===== src/rtl/tmpc_regs.vh =====
// Register offsets, field positions and reset values of the mode pin control block.
// Assumes a 32-bit APB master and a 200 MHz core clock.
`ifndef TMPC_REGS_VH
`define TMPC_REGS_VH

`define TMPC_OFF_CTRL 8'h00
`define TMPC_OFF_CMD 8'h04
`define TMPC_OFF_STATUS 8'h08
`define TMPC_OFF_GPIO_DIR 8'h0C
`define TMPC_OFF_GPIO_OUT 8'h10
`define TMPC_OFF_GPIO_IN 8'h14
`define TMPC_OFF_SPI_TX 8'h18
`define TMPC_OFF_SPI_RX 8'h1C

`define TMPC_CTRL_ALT_EN 0
`define TMPC_CTRL_MISO_FLOAT 1
`define TMPC_CTRL_SEQ_TX 2
`define TMPC_CTRL_SEL_LO 4
`define TMPC_CTRL_SEL_HI 6
`define TMPC_CTRL_DOZE_CLK 7
`define TMPC_CTRL_RESET 8'h62

`define TMPC_CMD_HIBERNATE 2'h1
`define TMPC_CMD_DOZE 2'h2
`define TMPC_STAT_CRC 4
`define TMPC_STAT_DONE 5

`define TMPC_GPIO_W 7
`define TMPC_GPIO_DIR_RESET 7'h00
// Synchroniser idle levels: chip enable and attention high, the rest low
`define TMPC_SYNC_RESET 12'h006
`define TMPC_BURST_LAST 3'h7

// Core tick at 32 MHz from 200 MHz clock: add 32 each cycle, wrap at 200
`define TMPC_TICK_STEP 8'h20
`define TMPC_TICK_WRAP 8'hC8
// Clock out half periods in 32 MHz ticks
`define TMPC_HALF_16M 10'h001
`define TMPC_HALF_8M 10'h002
`define TMPC_HALF_4M 10'h004
`define TMPC_HALF_2M 10'h008
`define TMPC_HALF_1M 10'h010
`define TMPC_HALF_62K5 10'h100
`define TMPC_HALF_32K 10'h1E8
`define TMPC_HALF_16K 10'h3D0
`define TMPC_SEL_1M 3'h4

`endif


===== src/rtl/tmpc_mode_pin_control.v =====
// Mode, control pin, clock out, indicator pin and chip enable logic of a packet radio.
// Assumes an APB master on clk, radio core status on clk, and host pins asynchronous.
// Overview of operation
// - With the alternate pin enable set, GPIO pin two shows the received packet CRC valid.
// - With the alternate pin enable set, GPIO pin one shows that the part is out of Idle.
// - While reset is low the part is Off and all serial registers and data are lost.
// - On reset release the part enters Idle with every register at its default.
// - A rising trigger edge starts a receive or transmit sequence chosen by a control bit.
// - A low trigger forces Idle and abandons receive or transmit.
// - A low attention input wakes the part from Hibernate or Doze to Idle.
// - The clock out has eight selectable rates, about 32.786 kHz after reset.
// - Serial transfers happen only while chip enable is low; otherwise clock and data are ignored.
// - MISO floats while chip enable is high, or is driven low when the float bit is cleared.
// - All GPIO pins leave reset as inputs with no pull-ups.
//
// The APB register port and the register offsets were chosen for this implementation.
`timescale 1ns/1ps
`include "tmpc_regs.vh"

module tmpc_mode_pin_control (
  input wire clk,
  input wire reset_n,
  input wire psel,
  input wire penable,
  input wire pwrite,
  input wire [7:0] paddr,
  input wire [31:0] pwdata,
  output wire pready,
  output reg [31:0] prdata,
  output reg pslverr,
  input wire radioSequenceTrigger,
  input wire wakeRequest_n,
  input wire seqDone,
  input wire crcValid,
  output reg hostClockOut,
  input wire chipEnable_n,
  input wire spiClk,
  input wire mosi,
  output reg misoOut,
  output reg misoOe,
  input wire [6:0] gpioIn,
  output reg [6:0] gpioOut,
  output reg [6:0] gpioOe,
  output reg [2:0] mode
);

  localparam MODE_OFF = 3'h0;
  localparam MODE_IDLE = 3'h1;
  localparam MODE_RX = 3'h2;
  localparam MODE_TX = 3'h3;
  localparam MODE_HIBERNATE = 3'h4;
  localparam MODE_DOZE = 3'h5;

  function [9:0] halfPeriod;
    input [2:0] sel;
    begin
      case (sel)
        3'h0: halfPeriod = `TMPC_HALF_16M;
        3'h1: halfPeriod = `TMPC_HALF_8M;
        3'h2: halfPeriod = `TMPC_HALF_4M;
        3'h3: halfPeriod = `TMPC_HALF_2M;
        3'h4: halfPeriod = `TMPC_HALF_1M;
        3'h5: halfPeriod = `TMPC_HALF_62K5;
        3'h6: halfPeriod = `TMPC_HALF_32K;
        default: halfPeriod = `TMPC_HALF_16K;
      endcase
    end
  endfunction

  reg [7:0] ctrl;
  reg [6:0] gpioDir;
  reg [6:0] gpioData;
  reg [7:0] spiTx;
  reg [7:0] spiRx;
  reg crcLatched;
  reg doneFlag;

  // Two flip-flop synchronisers for asynchronous pins
  reg [11:0] syncA;
  reg [11:0] syncB;
  wire [11:0] asyncIn = {gpioIn, mosi, spiClk, chipEnable_n, wakeRequest_n, radioSequenceTrigger};
  always @(posedge clk) begin
    if (!reset_n) begin
      syncA <= `TMPC_SYNC_RESET;
      syncB <= `TMPC_SYNC_RESET;
    end else begin
      syncA <= asyncIn;
      syncB <= syncA;
    end
  end
  wire trigS = syncB[0];
  wire wakeS_n = syncB[1];
  wire ceS_n = syncB[2];
  wire sclkS = syncB[3];
  wire mosiS = syncB[4];
  wire [6:0] gpioS = syncB[11:5];

  reg trigPrev;
  reg sclkPrev;
  always @(posedge clk) begin
    if (!reset_n) begin
      trigPrev <= 1'b0;
      sclkPrev <= 1'b0;
    end else begin
      trigPrev <= trigS;
      sclkPrev <= sclkS;
    end
  end
  wire trigRise = trigS & ~trigPrev;

  // APB decode
  wire apbSetup = psel & ~penable;
  wire apbWrite = psel & penable & pwrite;
  wire addrHit = (paddr == `TMPC_OFF_CTRL) || (paddr == `TMPC_OFF_CMD) ||
    (paddr == `TMPC_OFF_STATUS) || (paddr == `TMPC_OFF_GPIO_DIR) ||
    (paddr == `TMPC_OFF_GPIO_OUT) || (paddr == `TMPC_OFF_GPIO_IN) ||
    (paddr == `TMPC_OFF_SPI_TX) || (paddr == `TMPC_OFF_SPI_RX);
  assign pready = 1'b1;
  wire [1:0] sleepCmd = (apbWrite && paddr == `TMPC_OFF_CMD) ? pwdata[1:0] : 2'h0;

  reg [31:0] next_prdata;
  always @* begin
    next_prdata = 32'h00000000;
    case (paddr)
      `TMPC_OFF_CTRL: next_prdata[7:0] = ctrl;
      `TMPC_OFF_STATUS: begin
        next_prdata[2:0] = mode;
        next_prdata[`TMPC_STAT_CRC] = crcLatched;
        next_prdata[`TMPC_STAT_DONE] = doneFlag;
      end
      `TMPC_OFF_GPIO_DIR: next_prdata[6:0] = gpioDir;
      `TMPC_OFF_GPIO_OUT: next_prdata[6:0] = gpioData;
      `TMPC_OFF_GPIO_IN: next_prdata[6:0] = gpioS;
      `TMPC_OFF_SPI_TX: next_prdata[7:0] = spiTx;
      `TMPC_OFF_SPI_RX: next_prdata[7:0] = spiRx;
      default: next_prdata = 32'h00000000;
    endcase
  end

  always @(posedge clk) begin
    if (!reset_n) begin
      prdata <= 32'h00000000;
      pslverr <= 1'b0;
      ctrl <= `TMPC_CTRL_RESET;
      gpioDir <= `TMPC_GPIO_DIR_RESET;
      gpioData <= 7'h00;
      spiTx <= 8'h00;
    end else begin
      if (apbSetup) begin
        prdata <= pwrite ? 32'h00000000 : next_prdata;
        pslverr <= ~addrHit;
      end
      if (apbWrite) begin
        case (paddr)
          `TMPC_OFF_CTRL: ctrl <= pwdata[7:0];
          `TMPC_OFF_GPIO_DIR: gpioDir <= pwdata[6:0];
          `TMPC_OFF_GPIO_OUT: gpioData <= pwdata[6:0];
          `TMPC_OFF_SPI_TX: spiTx <= pwdata[7:0];
          default: ;
        endcase
      end
    end
  end

  // Mode state machine
  reg [2:0] next_mode;
  always @* begin
    next_mode = mode;
    case (mode)
      MODE_OFF: next_mode = MODE_IDLE;
      MODE_IDLE: begin
        if (trigRise) begin
          next_mode = ctrl[`TMPC_CTRL_SEQ_TX] ? MODE_TX : MODE_RX;
        end else if (sleepCmd == `TMPC_CMD_HIBERNATE) begin
          next_mode = MODE_HIBERNATE;
        end else if (sleepCmd == `TMPC_CMD_DOZE) begin
          next_mode = MODE_DOZE;
        end
      end
      MODE_RX, MODE_TX: begin
        if (!trigS || seqDone) begin
          next_mode = MODE_IDLE;
        end
      end
      MODE_HIBERNATE, MODE_DOZE: begin
        if (!wakeS_n) begin
          next_mode = MODE_IDLE;
        end
      end
      default: next_mode = MODE_IDLE;
    endcase
  end

  always @(posedge clk) begin
    if (!reset_n) begin
      mode <= MODE_OFF;
      crcLatched <= 1'b0;
      doneFlag <= 1'b0;
    end else begin
      mode <= next_mode;
      if (mode == MODE_IDLE && trigRise) begin
        crcLatched <= 1'b0;
        doneFlag <= 1'b0;
      end else if ((mode == MODE_RX || mode == MODE_TX) && seqDone && trigS) begin
        doneFlag <= 1'b1;
        crcLatched <= (mode == MODE_RX) & crcValid;
      end
    end
  end

  // Clock out from a 32 MHz tick
  reg [7:0] tickAcc;
  reg [9:0] clkCount;
  wire [8:0] accSum = {1'b0, tickAcc} + {1'b0, `TMPC_TICK_STEP};
  wire tick = accSum >= {1'b0, `TMPC_TICK_WRAP};
  wire [2:0] clkSel = ctrl[`TMPC_CTRL_SEL_HI:`TMPC_CTRL_SEL_LO];
  wire clkRun = (mode == MODE_IDLE) || (mode == MODE_RX) || (mode == MODE_TX) ||
    ((mode == MODE_DOZE) && ctrl[`TMPC_CTRL_DOZE_CLK] && (clkSel >= `TMPC_SEL_1M));
  always @(posedge clk) begin
    if (!reset_n) begin
      tickAcc <= 8'h00;
      clkCount <= 10'h000;
      hostClockOut <= 1'b0;
    end else begin
      tickAcc <= tick ? accSum[7:0] - `TMPC_TICK_WRAP : accSum[7:0];
      if (!clkRun) begin
        clkCount <= 10'h000;
        hostClockOut <= 1'b0;
      end else if (tick) begin
        if (clkCount >= halfPeriod(clkSel) - 10'h001) begin
          clkCount <= 10'h000;
          hostClockOut <= ~hostClockOut;
        end else begin
          clkCount <= clkCount + 10'h001;
        end
      end
    end
  end

  // Serial shifter framed by chip enable
  reg [7:0] shiftIn;
  reg [7:0] shiftOut;
  reg [2:0] bitCount;
  wire spiLive = ~ceS_n && (mode != MODE_HIBERNATE) && (mode != MODE_DOZE);
  always @(posedge clk) begin
    if (!reset_n) begin
      shiftIn <= 8'h00;
      shiftOut <= 8'h00;
      bitCount <= 3'h0;
      spiRx <= 8'h00;
    end else if (!spiLive) begin
      bitCount <= 3'h0;
      shiftOut <= spiTx;
    end else begin
      if (sclkS && !sclkPrev) begin
        shiftIn <= {shiftIn[6:0], mosiS};
        bitCount <= bitCount + 3'h1;
        if (bitCount == `TMPC_BURST_LAST) begin
          spiRx <= {shiftIn[6:0], mosiS};
        end
      end else if (!sclkS && sclkPrev) begin
        shiftOut <= (bitCount == 3'h0) ? spiTx : {shiftOut[6:0], 1'b0};
      end
    end
  end

  always @(posedge clk) begin
    if (!reset_n) begin
      misoOut <= 1'b0;
      misoOe <= 1'b0;
    end else begin
      misoOut <= spiLive ? shiftOut[7] : 1'b0;
      misoOe <= spiLive | ~ctrl[`TMPC_CTRL_MISO_FLOAT];
    end
  end

  // GPIO drivers with alternate functions on pins one and two
  wire outOfIdle = (mode != MODE_IDLE);
  wire altEn = ctrl[`TMPC_CTRL_ALT_EN];
  always @(posedge clk) begin
    if (!reset_n) begin
      gpioOut <= 7'h00;
      gpioOe <= 7'h00;
    end else begin
      gpioOut <= gpioData;
      gpioOe <= gpioDir;
      if (altEn) begin
        gpioOut[0] <= outOfIdle;
        gpioOe[0] <= 1'b1;
        gpioOut[1] <= crcLatched;
        gpioOe[1] <= 1'b1;
      end
    end
  end

endmodule // tmpc_mode_pin_control


===== config.mk =====
export PLATFORM = sky130hd
export DESIGN_NAME = tmpc_mode_pin_control
export DESIGN_NICKNAME = d
export VERILOG_FILES = /design/src/rtl/tmpc_mode_pin_control.v
export VERILOG_INCLUDE_DIRS = /design/src /design/src/rtl
export SDC_FILE = /design/constraint.sdc
export NUM_CORES = 1
export LEC_CHECK = 0
export ABC_AREA = 1
export BUFFER_PORTS_ARGS = -buffer_cell sky130_fd_sc_hd__buf_2
export CAP_MARGIN = 25
export CORE_AREA = 2 2 102 143
export CTS_CLUSTER_SIZE = 40
export DETAILED_ROUTE_END_ITERATION = 8
export DIE_AREA = 0 0 104 145
export PLACE_DENSITY = 0.71
export SYNTH_ARGS = -nofsm -noshare
export SYNTH_HDL_FRONTEND = slang
export SYNTH_SLANG_ARGS = --single-unit

===== constraint.sdc =====
create_clock -name clk -period 4.6 [get_ports clk]
set_input_delay 0.92 -clock clk [delete_from_list [all_inputs] [get_ports clk]]
set_output_delay 0.92 -clock clk [all_outputs]
set_load 0.02 [all_outputs]

==> flow_metrics.env, run 1 <==
export IMPL_post_route_period_util=0.604
export IMPL_hold_start="syncA[11]$_SDFF_PN0_"
export IMPL_clk_latency_ns=0.41
export IMPL_ctsHoldBuffers=0
export IMPL_seq_area_frac_synth=0.421
export IMPL_power_mw=2.70
export IMPL_max_freq_ghz=0.360
export IMPL_clockBufferDepth=2
export IMPL_cp_start_kind="register"
export IMPL_wire_per_inst_um=12.3
export IMPL_irDropWorstVdd_v=0.000270
export IMPL_vias_per_cell=4.73
export IMPL_regArea_mm2=0.00256
export IMPL_synth_cell_type_count=42
export IMPL_slew_violations=0
export IMPL_tightest_slew_ns=1.06
export IMPL_coreArea_mm2=0.0138
export IMPL_fill_cells=1385
export IMPL_yosysTopAreaCell="dfxtp_1"
export IMPL_grt_overflow=0
export IMPL_cp_required_ns=4.89
export IMPL_syn_avg_cell_area_um2=7.40
export IMPL_hold_path_depth=2
export IMPL_grt_pass1_wl_um=22000
export IMPL_grt_max_degree=84
export IMPL_clockRootBuffer="clkbuf_16"
export IMPL_cp_max_fo=9
export IMPL_initial_core_util=0.441
export IMPL_min_period_ns=2.78
export IMPL_worstHoldEndpoint="syncB[11]$_SDFF_PN0_"
export IMPL_core_rowCount=51
export IMPL_leakagePower_nw=3.54
export IMPL_yosysMostFrequentCell="nand2_1"
export IMPL_relSlewSlack=0.291
export IMPL_synth_edff_count=0
export IMPL_instances_no_fill=1077
export IMPL_dp_hpwl_um=9630
export IMPL_arrival_ns=3.07
export IMPL_antenna_cells=0
export IMPL_grt_util_all_layers=0.180
export IMPL_final_area_mm2=0.00699
export IMPL_nets=958
export IMPL_cap_violations=0
export IMPL_place_ws_ns=1.82
export IMPL_rsz0062_at_grt="no"
export IMPL_die_w_um=104
export IMPL_async_flop_share=0
export IMPL_hold_viol_final=0
export IMPL_die_area_mm2=0.0151
export IMPL_status="completed"
export IMPL_drt_pre_antenna_iters=5
export IMPL_drive_gt1_frac=0.166
export IMPL_worstSetupPathType="reg2reg"
export IMPL_synth_warnings=0
export IMPL_ys_top_cells_by_area="dfxtp_1 (42%), nand2_1 (10%), nor2_1 (6.8%)"
export IMPL_drt_iter0_markers=290
export IMPL_cp_end_kind="register"
export IMPL_yosys_area_top_type_share=0.421
export IMPL_cts_sinks=128
export IMPL_cts_setup_buffers=0
export IMPL_drc=0
export IMPL_r2r_end="clkCount[6]$_SDFFE_PN0N_"
export IMPL_place_gp_congestion=0.862
export IMPL_synth_common_cells="nand2_1 (165), dfxtp_1 (128), nor2_1 (110)"
export IMPL_r2r_cells=15
export IMPL_io_buffers=63
export IMPL_grt_pass1_vias=4778
export IMPL_syn_to_final_growth_pct=14.9
export IMPL_die_h_um=145
export IMPL_placed_cells=1045
export IMPL_setup_viol=0
export IMPL_post_cts_resize_count=0
export IMPL_via_count=5097
export IMPL_cts_htree_levels=4
export IMPL_place_area_mm2=0.00638
export IMPL_cellPowerDensity_mw_per_mm2=386
export IMPL_worst_clock_skew_ns=0.0107
export IMPL_hp_class="reg2reg"
export IMPL_antenna_left=0
export IMPL_ys_flop_type="dfxtp_1"
export IMPL_cts_tree="done"
export IMPL_cts_made_buffers=17
export IMPL_multi_input_area_mm2=0.00286
export IMPL_synth_seq_cells=128
export IMPL_wirelength_um=13300
export IMPL_netlist_area_mm2=0.00608
export IMPL_regToRegSetupSlack_ns=1.82
export IMPL_fin_setup_tns_ns=0
export IMPL_antenna_found_initial=0
export IMPL_rr_startpoint="ctrl[6]$_SDFFE_PN1P_"
export IMPL_ios=113
export IMPL_clk_pin_slew_ns=0.06
export IMPL_fin_ws_ns=1.82
export IMPL_syn_inst=822
==> report_power, final <==
group          total, mW  internal, mW  switching (mW)
logic              0.163        0.0468           0.117
clock network       1.39         0.906           0.481
registers           1.15          1.13          0.0149
total               2.70          2.08           0.613
==> worst max path at each step <==
stage | start | endpoint | slack (ns) | depth (start not counted)
after CTS | ctrl[6]$_SDFFE_PN1P_ | clkCount[5]$_SDFFE_PN0N_ | 1.81 | 15
after global placement | ctrl[6]$_SDFFE_PN1P_ | clkCount[6]$_SDFFE_PN0N_ | 1.86 | 15
after detailed placement | ctrl[6]$_SDFFE_PN1P_ | clkCount[5]$_SDFFE_PN0N_ | 1.82 | 15
final | ctrl[6]$_SDFFE_PN1P_ | clkCount[6]$_SDFFE_PN0N_ | 1.82 | 15
after global routing | ctrl[6]$_SDFFE_PN1P_ | clkCount[6]$_SDFFE_PN0N_ | 1.47 | 18
after floorplan | ctrl[6]$_SDFFE_PN1P_ | clkCount[6]$_SDFFE_PN0N_ | 2.28 | 16
==> critical path: stages, from the launching register on <==
cell and delay, ns:
dfxtp_1 0.47, inv_1 0.14, nand3_1 0.12, ha_1 0.22, nand2_1 0.07, a21oi_1 0.26
xnor2_1 0.16, inv_1 0.06, ha_1 0.26, nand2_1 0.06, nor2_1 0.14, nand3_1 0.09
nand3_1 0.19, nand2_1 0.10, nand2_1 0.24, nor3_1 0.08
==> metrics by stage <==
stage               utilization  hold WS, ns
floorplan                     -        0.390
global placement          0.463        0.395
detailed placement        0.463        0.397
CTS                       0.507        0.410
global route              0.507        0.435
finish                    0.507        0.409
==> per-layer routing <==
layer | share of wire | routed length [µm] | GRT usage
met4 | 0.022 | 297 | 0.0851
met2 | 0.53 | 7010 | 0.334
met3 | 0.037 | 490 | 0.0382
met5 | 0 | 0 | 0
met1 | 0.41 | 5490 | 0.192
==> layout by cell type, fill, tap and decap left out, drive strengths merged, types with 5 or more instances in the layout <==
cell    instances
nand2         178
dfxtp         128
nor2          122
inv           105
nand3          70
buf            64
a21oi          59
o21ai          49
conb           25
clkbuf         22
ha             20
clkinv          7
mux2i           6
xor2            5
nor3            5
o211ai          5
==> sequential cells by signal, summed over array words and instances, names as in the netlist, 3 cells and up <==
name      cells
ctrl          8
gpioDir       7
gpioData      7
shiftIn       7
syncA        12
gpioOe        7
spiRx         8
shiftOut      8
prdata        8
bitCount      3
mode          3
clkCount     10
gpioOut       7
syncB        12
tickAcc       5
spiTx         8
==> logic make-up (layout without fill, tap and decap cells) <==
group / Yosys count / count (layout) / synth area share
other: 2 / 25 / 0.00123
DFF: 128 / 128 / 0.421
buffers and inverters: 155 / 202 / 0.123
and+or+nand+nor: 386 / 386 / 0.285
AOI/OAI and AO/OA: 117 / 117 / 0.108
muxes: 6 / 6 / 0.00987
adders and majority gates: 20 / 20 / 0.0411
xor gates and xnor gates: 8 / 8 / 0.0115
==> final cells by class <==
cell class              instances  area share
clock buffers                  22      0.0636
flip-flops and latches        128       0.367
inverters                     106      0.0580
multi-input cells             562       0.409
well taps                     185      0.0331
clock inverters                10      0.0231
repair buffers                 64      0.0462
(Power assumes the default switching activity.)
==> inputs of run 2 (changes only) <==
Settings changed: ABC_AREA 1 to 0, CORE_AREA 2 2 102 143 to 2 2 99 140, DIE_AREA 0 0 104 145 to 0 0 101 142.
Clock period 4.6 ns to 2.56 ns, I/O delays scaled along.
==> run 2 against run 1 <==
Via count is 9.5% lower; maximum frequency grew 5.6%; setup slack lost 1.9 ns; total power up 76%; critical path depth fell by 4; flip-flop and latch count is the same; the flow now finishes with violations (negative setup slack); non-clock buffer count is 19 higher; highest routed layer unchanged; synthesized area fell by 5.1%; sequential share of layout area increased by 0.36 points; first-iteration DRC count up 11%; die area shrank 4.9%; combinational power grew 58%.
==> flow_metrics.env, run 2 <==
export IMPL_synth_common_cells="dfxtp_1 (128), nor2_1 (79), mux2i_1 (56)"
export IMPL_drt_pre_antenna_iters=5
export IMPL_hold_start="wakeRequest_n"
export IMPL_final_cell_mix="dfxtp_1 (125), nor2_1 (78), buf_2 (64), mux2i_1 (56), nand2_1 (33)"
export IMPL_regArea_mm2=0.00257
export IMPL_cp_max_fo=5
export IMPL_grt_max_degree=65
export IMPL_reg_top3="syncA (12), syncB (12), clkCount (10)"
export IMPL_grt_overflow=0
export IMPL_core_rowCount=50
export IMPL_drc=0
export IMPL_cellPowerDensity_mw_per_mm2=684
export IMPL_clk_pin_slew_ns=0.06
export IMPL_coreArea_mm2=0.0131
export IMPL_io_buffers=63
export IMPL_ys_flop_type="dfxtp_1"
export IMPL_syn_to_final_growth_pct=20.2
export IMPL_clk_latency_ns=0.41
export IMPL_cts_htree_levels=4
export IMPL_hp_class="in2reg"
export IMPL_die_h_um=142
export IMPL_relSlewSlack=0.182
export IMPL_cap_violations=0
export IMPL_fin_ws_ns=-0.0712
export IMPL_slew_violations=0
export IMPL_die_area_mm2=0.0143
export IMPL_hold_viol_final=0
export IMPL_drive_gt1_frac=0.219
export IMPL_ctsHoldBuffers=0
export IMPL_worst_clock_skew_ns=0.00571
export IMPL_cts_sinks=128
export IMPL_timing_hold_ws_ns=0.272
export IMPL_async_flop_share=0
export IMPL_yosys_area_top_type_share=0.444
export IMPL_cp_start_kind="register"
export IMPL_placed_cells=823
export IMPL_syn_avg_cell_area_um2=9.25
export IMPL_grt_pass1_vias=4517
export IMPL_cts_tree="done"
export IMPL_leakagePower_nw=2.84
export IMPL_drt_iter0_markers=323
export IMPL_cpPeakStageDelay_ns=0.41
export IMPL_synth_warnings=0
export IMPL_synth_cell_type_count=52
export IMPL_via_count=4615
export IMPL_cp_num_buf_inv=1
export IMPL_grt_util_all_layers=0.198
export IMPL_critPathSlowestCell="or3_4"
export IMPL_fill_cells=1188
export IMPL_netlist_area_mm2=0.00577
export IMPL_fin_setup_tns_ns=-0.238
export IMPL_violations="negative setup slack"
export IMPL_final_util=0.528
export IMPL_place_gp_congestion=0.809
export IMPL_die_w_um=101
export IMPL_post_route_period_util=1.03
export IMPL_antenna_left=0
export IMPL_path_cells="or3_4, ha_4, inv_4, a21oi_2, a2bb2oi_2, ha_1, a21o_1, a21oi_4, and2_4, a211oi_4, mux2_4"
export IMPL_antenna_found_initial=0
export IMPL_status="finished, violations left"
export IMPL_yosysTopAreaCell="dfxtp_1"
export IMPL_setup_viol=7
export IMPL_ys_top_cells_by_area="dfxtp_1 (44%), mux2i_1 (9.7%), nor2_1 (5.1%)"
export IMPL_syn_inst=624
export IMPL_cts_made_buffers=17
export IMPL_multi_input_area_mm2=0.00302
export IMPL_clockBufferDepth=2
export IMPL_cp_end_kind="register"
export IMPL_place_ws_ns=-0.00590
export IMPL_synth_edff_count=0
export IMPL_worstSetupPathType="reg2reg"
export IMPL_arrival_ns=2.93
export IMPL_antenna_cells=0
export IMPL_wire_per_inst_um=16.6
export IMPL_dp_hpwl_um=10000
export IMPL_cp_required_ns=2.86
export IMPL_ios=113
export IMPL_critPathLaunch="ctrl[6]$_SDFFE_PN1P_"
export IMPL_tightest_slew_ns=1.22
export IMPL_clockRootBuffer="clkbuf_16"
export IMPL_yosysMostFrequentCell="dfxtp_1"
export IMPL_crit_family="compound AO/OA/AOI/OAI gates"
export IMPL_vias_per_cell=5.39
export IMPL_grt_pass1_wl_um=21900
export IMPL_initial_core_util=0.440
export IMPL_rr_startpoint="ctrl[6]$_SDFFE_PN1P_"
export IMPL_rsz0062_at_grt="yes"
export IMPL_seq_area_frac_synth=0.444
export IMPL_synth_seq_cells=128
export IMPL_irDropWorstVdd_v=0.000454
export IMPL_nets=767
export IMPL_min_period_ns=2.63
export IMPL_final_common_cell="dfxtp_1"
export IMPL_wirelength_um=14200
export IMPL_instances_no_fill=856
export IMPL_max_freq_ghz=0.380
## run 2: cell count changes in the layout (fill, tap and decap cells not counted), moves of 28 or more
cell     delta
and2_1     +31
inv_1      -72
mux2i_1    +50
nand2_1   -132
nand3_1    -44
nor2_1     -32
o21ai_0    -28
## run 2: area by class of cell
type / instances / area share
flip-flops and latches: 128 / 0.370
repair buffers: 83 / 0.0678
multi-input cells: 438 / 0.436
well taps: 156 / 0.0281
inverters: 20 / 0.0112
clock inverters: 12 / 0.0231
clock buffers: 19 / 0.0638
## run 2: power by group
| part | total [mW] | internal, mW | leakage (nW) | switching [mW] |
|---|---|---|---|---|
| Sequential | 2.05 | 2.02 | 1.04 | 0.0220 |
| Clock | 2.44 | 1.56 | 0.282 | 0.884 |
| Combinational | 0.257 | 0.0841 | 1.52 | 0.173 |
## run 2: path summary, 6_finish.rpt
path | to | slack (ns) | cells past startpoint
worst min register to register | syncB[1]$_SDFF_PN1_ | 0.40 | 1
worst max register to register | hostClockOut$_SDFFE_PN0P_ | -0.07 | 11
worst min-delay path | syncA[1]$_SDFF_PN1_ | 0.27 | 2
worst max-delay path | hostClockOut$_SDFFE_PN0P_ | -0.07 | 11
## run 2: repair_timing
item | CTS | global route
setup endpoints to repair | 4 | 11
pin swaps | 0 | 15
cloned | 0 | 1
gates resized for setup | 2 | 25
buffers inserted | 0 | 2
## run 2: cells by family (layout without fill, tap and decap cells)
logic type | count (synthesis) | after routing | share of synthesized area
AO/OA/AOI/OAI | 98 | 98 | 0.112
other | 2 | 25 | 0.00130
multiplexers | 65 | 65 | 0.120
flip-flops | 128 | 128 | 0.444
XOR/XNOR | 11 | 11 | 0.0167
adder cells (fa/ha/maj) | 20 | 20 | 0.0433
AND/OR/NAND/NOR | 219 | 219 | 0.188
buffers and inverters | 81 | 134 | 0.0741
## run 2: metrics by stage
step,instance area (µm²),power (mW)
floorplan,5920,2.29
global placement,6190,2.33
detailed placement,6190,2.34
CTS,6800,4.77
global route,6940,4.89
finish,6940,4.74
## run 2: layer usage
metal | track usage | part of all wire | wire (µm)
met5 | 0 | 0 | 0
met3 | 0.0427 | 0.049 | 689
met1 | 0.204 | 0.36 | 5110
met4 | 0.101 | 0.050 | 704
met2 | 0.368 | 0.54 | 7680
==> inputs of run 3 (changes only) <==
Settings changed: SKIP_LAST_GASP set to 1.
Clock period 2.56 ns to 2.6 ns, I/O delays scaled along.
==> run 3 against run 2 <==
The flow now finishes without violations; critical path depth unchanged; worst hold slack improved by 0.019 ns; via count decreased by 1.3%; wire length is 7.3% lower; largest power group unchanged; clock-buffer cell count up 3; critical endpoint unchanged; setup slack improved by 0.14 ns; global-route usage decreased by 0.64 points; utilization shrank 0.71 points; flip-flop and latch count stayed put.
==> flow_metrics.env, run 3 (synthesis results as in run 2) <==
export IMPL_core_rowCount=50
export IMPL_cpPeakStageDelay_ns=0.39
export IMPL_cp_num_buf_inv=2
export IMPL_worstSetupPathType="reg2reg"
export IMPL_grt_pass1_vias=4464
export IMPL_die_area_mm2=0.0143
export IMPL_antenna_cells=0
export IMPL_critPathSlowestCell="or3_4"
export IMPL_cp_max_fo=3
export IMPL_rr_startpoint="ctrl[6]$_SDFFE_PN1P_"
export IMPL_drc=0
export IMPL_ios=113
export IMPL_antenna_found_initial=0
export IMPL_post_route_period_util=0.972
export IMPL_dp_hpwl_um=9500
export IMPL_regToRegSetupSlack_ns=0.07
export IMPL_worst_clock_skew_ns=0.00713
export IMPL_swShare=0.216
export IMPL_clk_latency_ns=0.41
export IMPL_cts_htree_levels=4
export IMPL_cap_violations=0
export IMPL_cp_end_kind="register"
export IMPL_setup_viol=0
export IMPL_cts_made_buffers=17
export IMPL_initial_core_util=0.440
export IMPL_hold_start="chipEnable_n"
export IMPL_grt_overflow=0
export IMPL_r2r_cells=11
export IMPL_comb_power_share=0.055
export IMPL_cellPowerDensity_mw_per_mm2=686
export IMPL_r2r_end="hostClockOut$_SDFFE_PN0P_"
export IMPL_via_count=4553
export IMPL_drive_gt1_frac=0.195
export IMPL_power_mw=4.70
export IMPL_die_w_um=101
export IMPL_arrival_ns=2.82
export IMPL_wirelength_um=13200
export IMPL_hold_path_depth=2
export IMPL_ctsHoldBuffers=0
export IMPL_crit_family="compound AO/OA/AOI/OAI gates"
export IMPL_grt_util_all_layers=0.192
export IMPL_drt_iter0_markers=200
export IMPL_worstHoldEndpoint="syncA[2]$_SDFF_PN1_"
export IMPL_grt_max_degree=59
export IMPL_seqPwrFrac=0.429
export IMPL_cp_required_ns=2.90
export IMPL_irDropWorstVdd_v=0.000399
export IMPL_coreArea_mm2=0.0131
export IMPL_grt_pass1_wl_um=21400
export IMPL_place_gp_congestion=0.905
export IMPL_wire_per_inst_um=15.4
export IMPL_hp_class="in2reg"
export IMPL_p_sw_mw=1.01
export IMPL_nets=764
export IMPL_intPower_mw=3.68
export IMPL_clockRootBuffer="clkbuf_16"
export IMPL_path_cells="or3_4, ha_4, inv_2, a21oi_1, a2bb2oi_1, ha_1, a21o_1, a21oi_4, buf_4, a211oi_4, mux2_4"
export IMPL_clockPowerShare=0.517
export IMPL_drt_pre_antenna_iters=5
export IMPL_hold_viol_final=0
export IMPL_cp_start_kind="register"
export IMPL_final_common_cell="dfxtp_1"
export IMPL_leakagePower_nw=2.83
export IMPL_vias_per_cell=5.34
export IMPL_final_cell_mix="dfxtp_1 (128), nor2_1 (79), buf_2 (63), mux2i_1 (56), nand2_1 (33)"
export IMPL_antenna_left=0
export IMPL_io_buffers=63
export IMPL_cts_tree="done"
export IMPL_status="completed"
export IMPL_syn_to_final_growth_pct=18.5
export IMPL_relSlewSlack=0.270
export IMPL_cts_sinks=128
export IMPL_min_period_ns=2.53
export IMPL_max_freq_ghz=0.396
export IMPL_fill_cells=1180
export IMPL_reg_top3="syncA (12), syncB (12), clkCount (10)"
export IMPL_fin_setup_tns_ns=0
export IMPL_die_h_um=142
export IMPL_clk_pin_slew_ns=0.06
export IMPL_tightest_slew_ns=1.09
export IMPL_clockBufferDepth=2
export IMPL_slew_violations=0
[run 3: cell count changes in the layout (fill, tap and decap cells not counted), sizes merged]
cell      change
buf           -3
clkbuf        +3
clkinvlp      -1
inv           -2
[run 3: how the worst max path moves through the flow]
stage,startpoint,endpoint,slack (ns),depth (start not counted)
floorplan,ctrl[6]$_SDFFE_PN1P_,hostClockOut$_SDFFE_PN0P_,-0.05,12
global placement,ctrl[6]$_SDFFE_PN1P_,clkCount[2]$_SDFFE_PN0N_,0.04,12
detailed placement,ctrl[6]$_SDFFE_PN1P_,clkCount[6]$_SDFFE_PN0N_,-0.08,12
CTS,ctrl[6]$_SDFFE_PN1P_,clkCount[7]$_SDFFE_PN0N_,0.005,12
global route,ctrl[6]$_SDFFE_PN1P_,clkCount[8]$_SDFFE_PN0N_,-0.006,12
finish,ctrl[6]$_SDFFE_PN1P_,hostClockOut$_SDFFE_PN0P_,0.07,11
[run 3: power by group through the flow]
stage,Combinational (mW),Sequential (mW),Clock [mW]
after floorplan,0.203,2.05,0
after global placement,0.246,2.05,0
after detailed placement,0.254,2.06,0
after CTS,0.257,2.01,2.46
after global routing,0.285,2.02,2.56
final,0.257,2.01,2.43
[run 3: layer usage]
layer  global-route usage  wire length (µm)
met2                0.348              7070
met3               0.0437               660
met4               0.0974               391
met1                0.204              5020
met5                    0                 0
[run 3: layout make-up]
class                      instances  area (µm²)  share of cell area
inverter                          20        75.1              0.0110
multi-input combinational        438        2940               0.429
tap                              156         195              0.0285
timing repair buffer              80         459              0.0671
clock buffer                      22         484              0.0707
clock inverter                     9         131              0.0192
sequential                       128        2560               0.374
[run 3: through the flow]
stage / area (µm²) / utilization / cells / setup WS, ns / hold slack (ns)
6_report: 6840 / 0.521 / 853 / 0.0738 / 0.291
5_1_grt: 6840 / 0.521 / 853 / -0.00597 / 0.297
4_1_cts: 6800 / 0.518 / 852 / 0.00533 / 0.278
3_5_place_dp: 6180 / 0.470 / 821 / -0.0838 / 0.395
3_3_place_gp: 6180 / 0.470 / 821 / 0.0439 / 0.397
2_1_floorplan: 5890 / - / 647 / -0.0496 / 0.386
[run 3: what timing repair did]
action | in CTS | in global routing
setup endpoints to repair | 11 | 11
gates resized for setup | 2 | 7
pin swaps | 0 | 5
setup buffers | 0 | 1
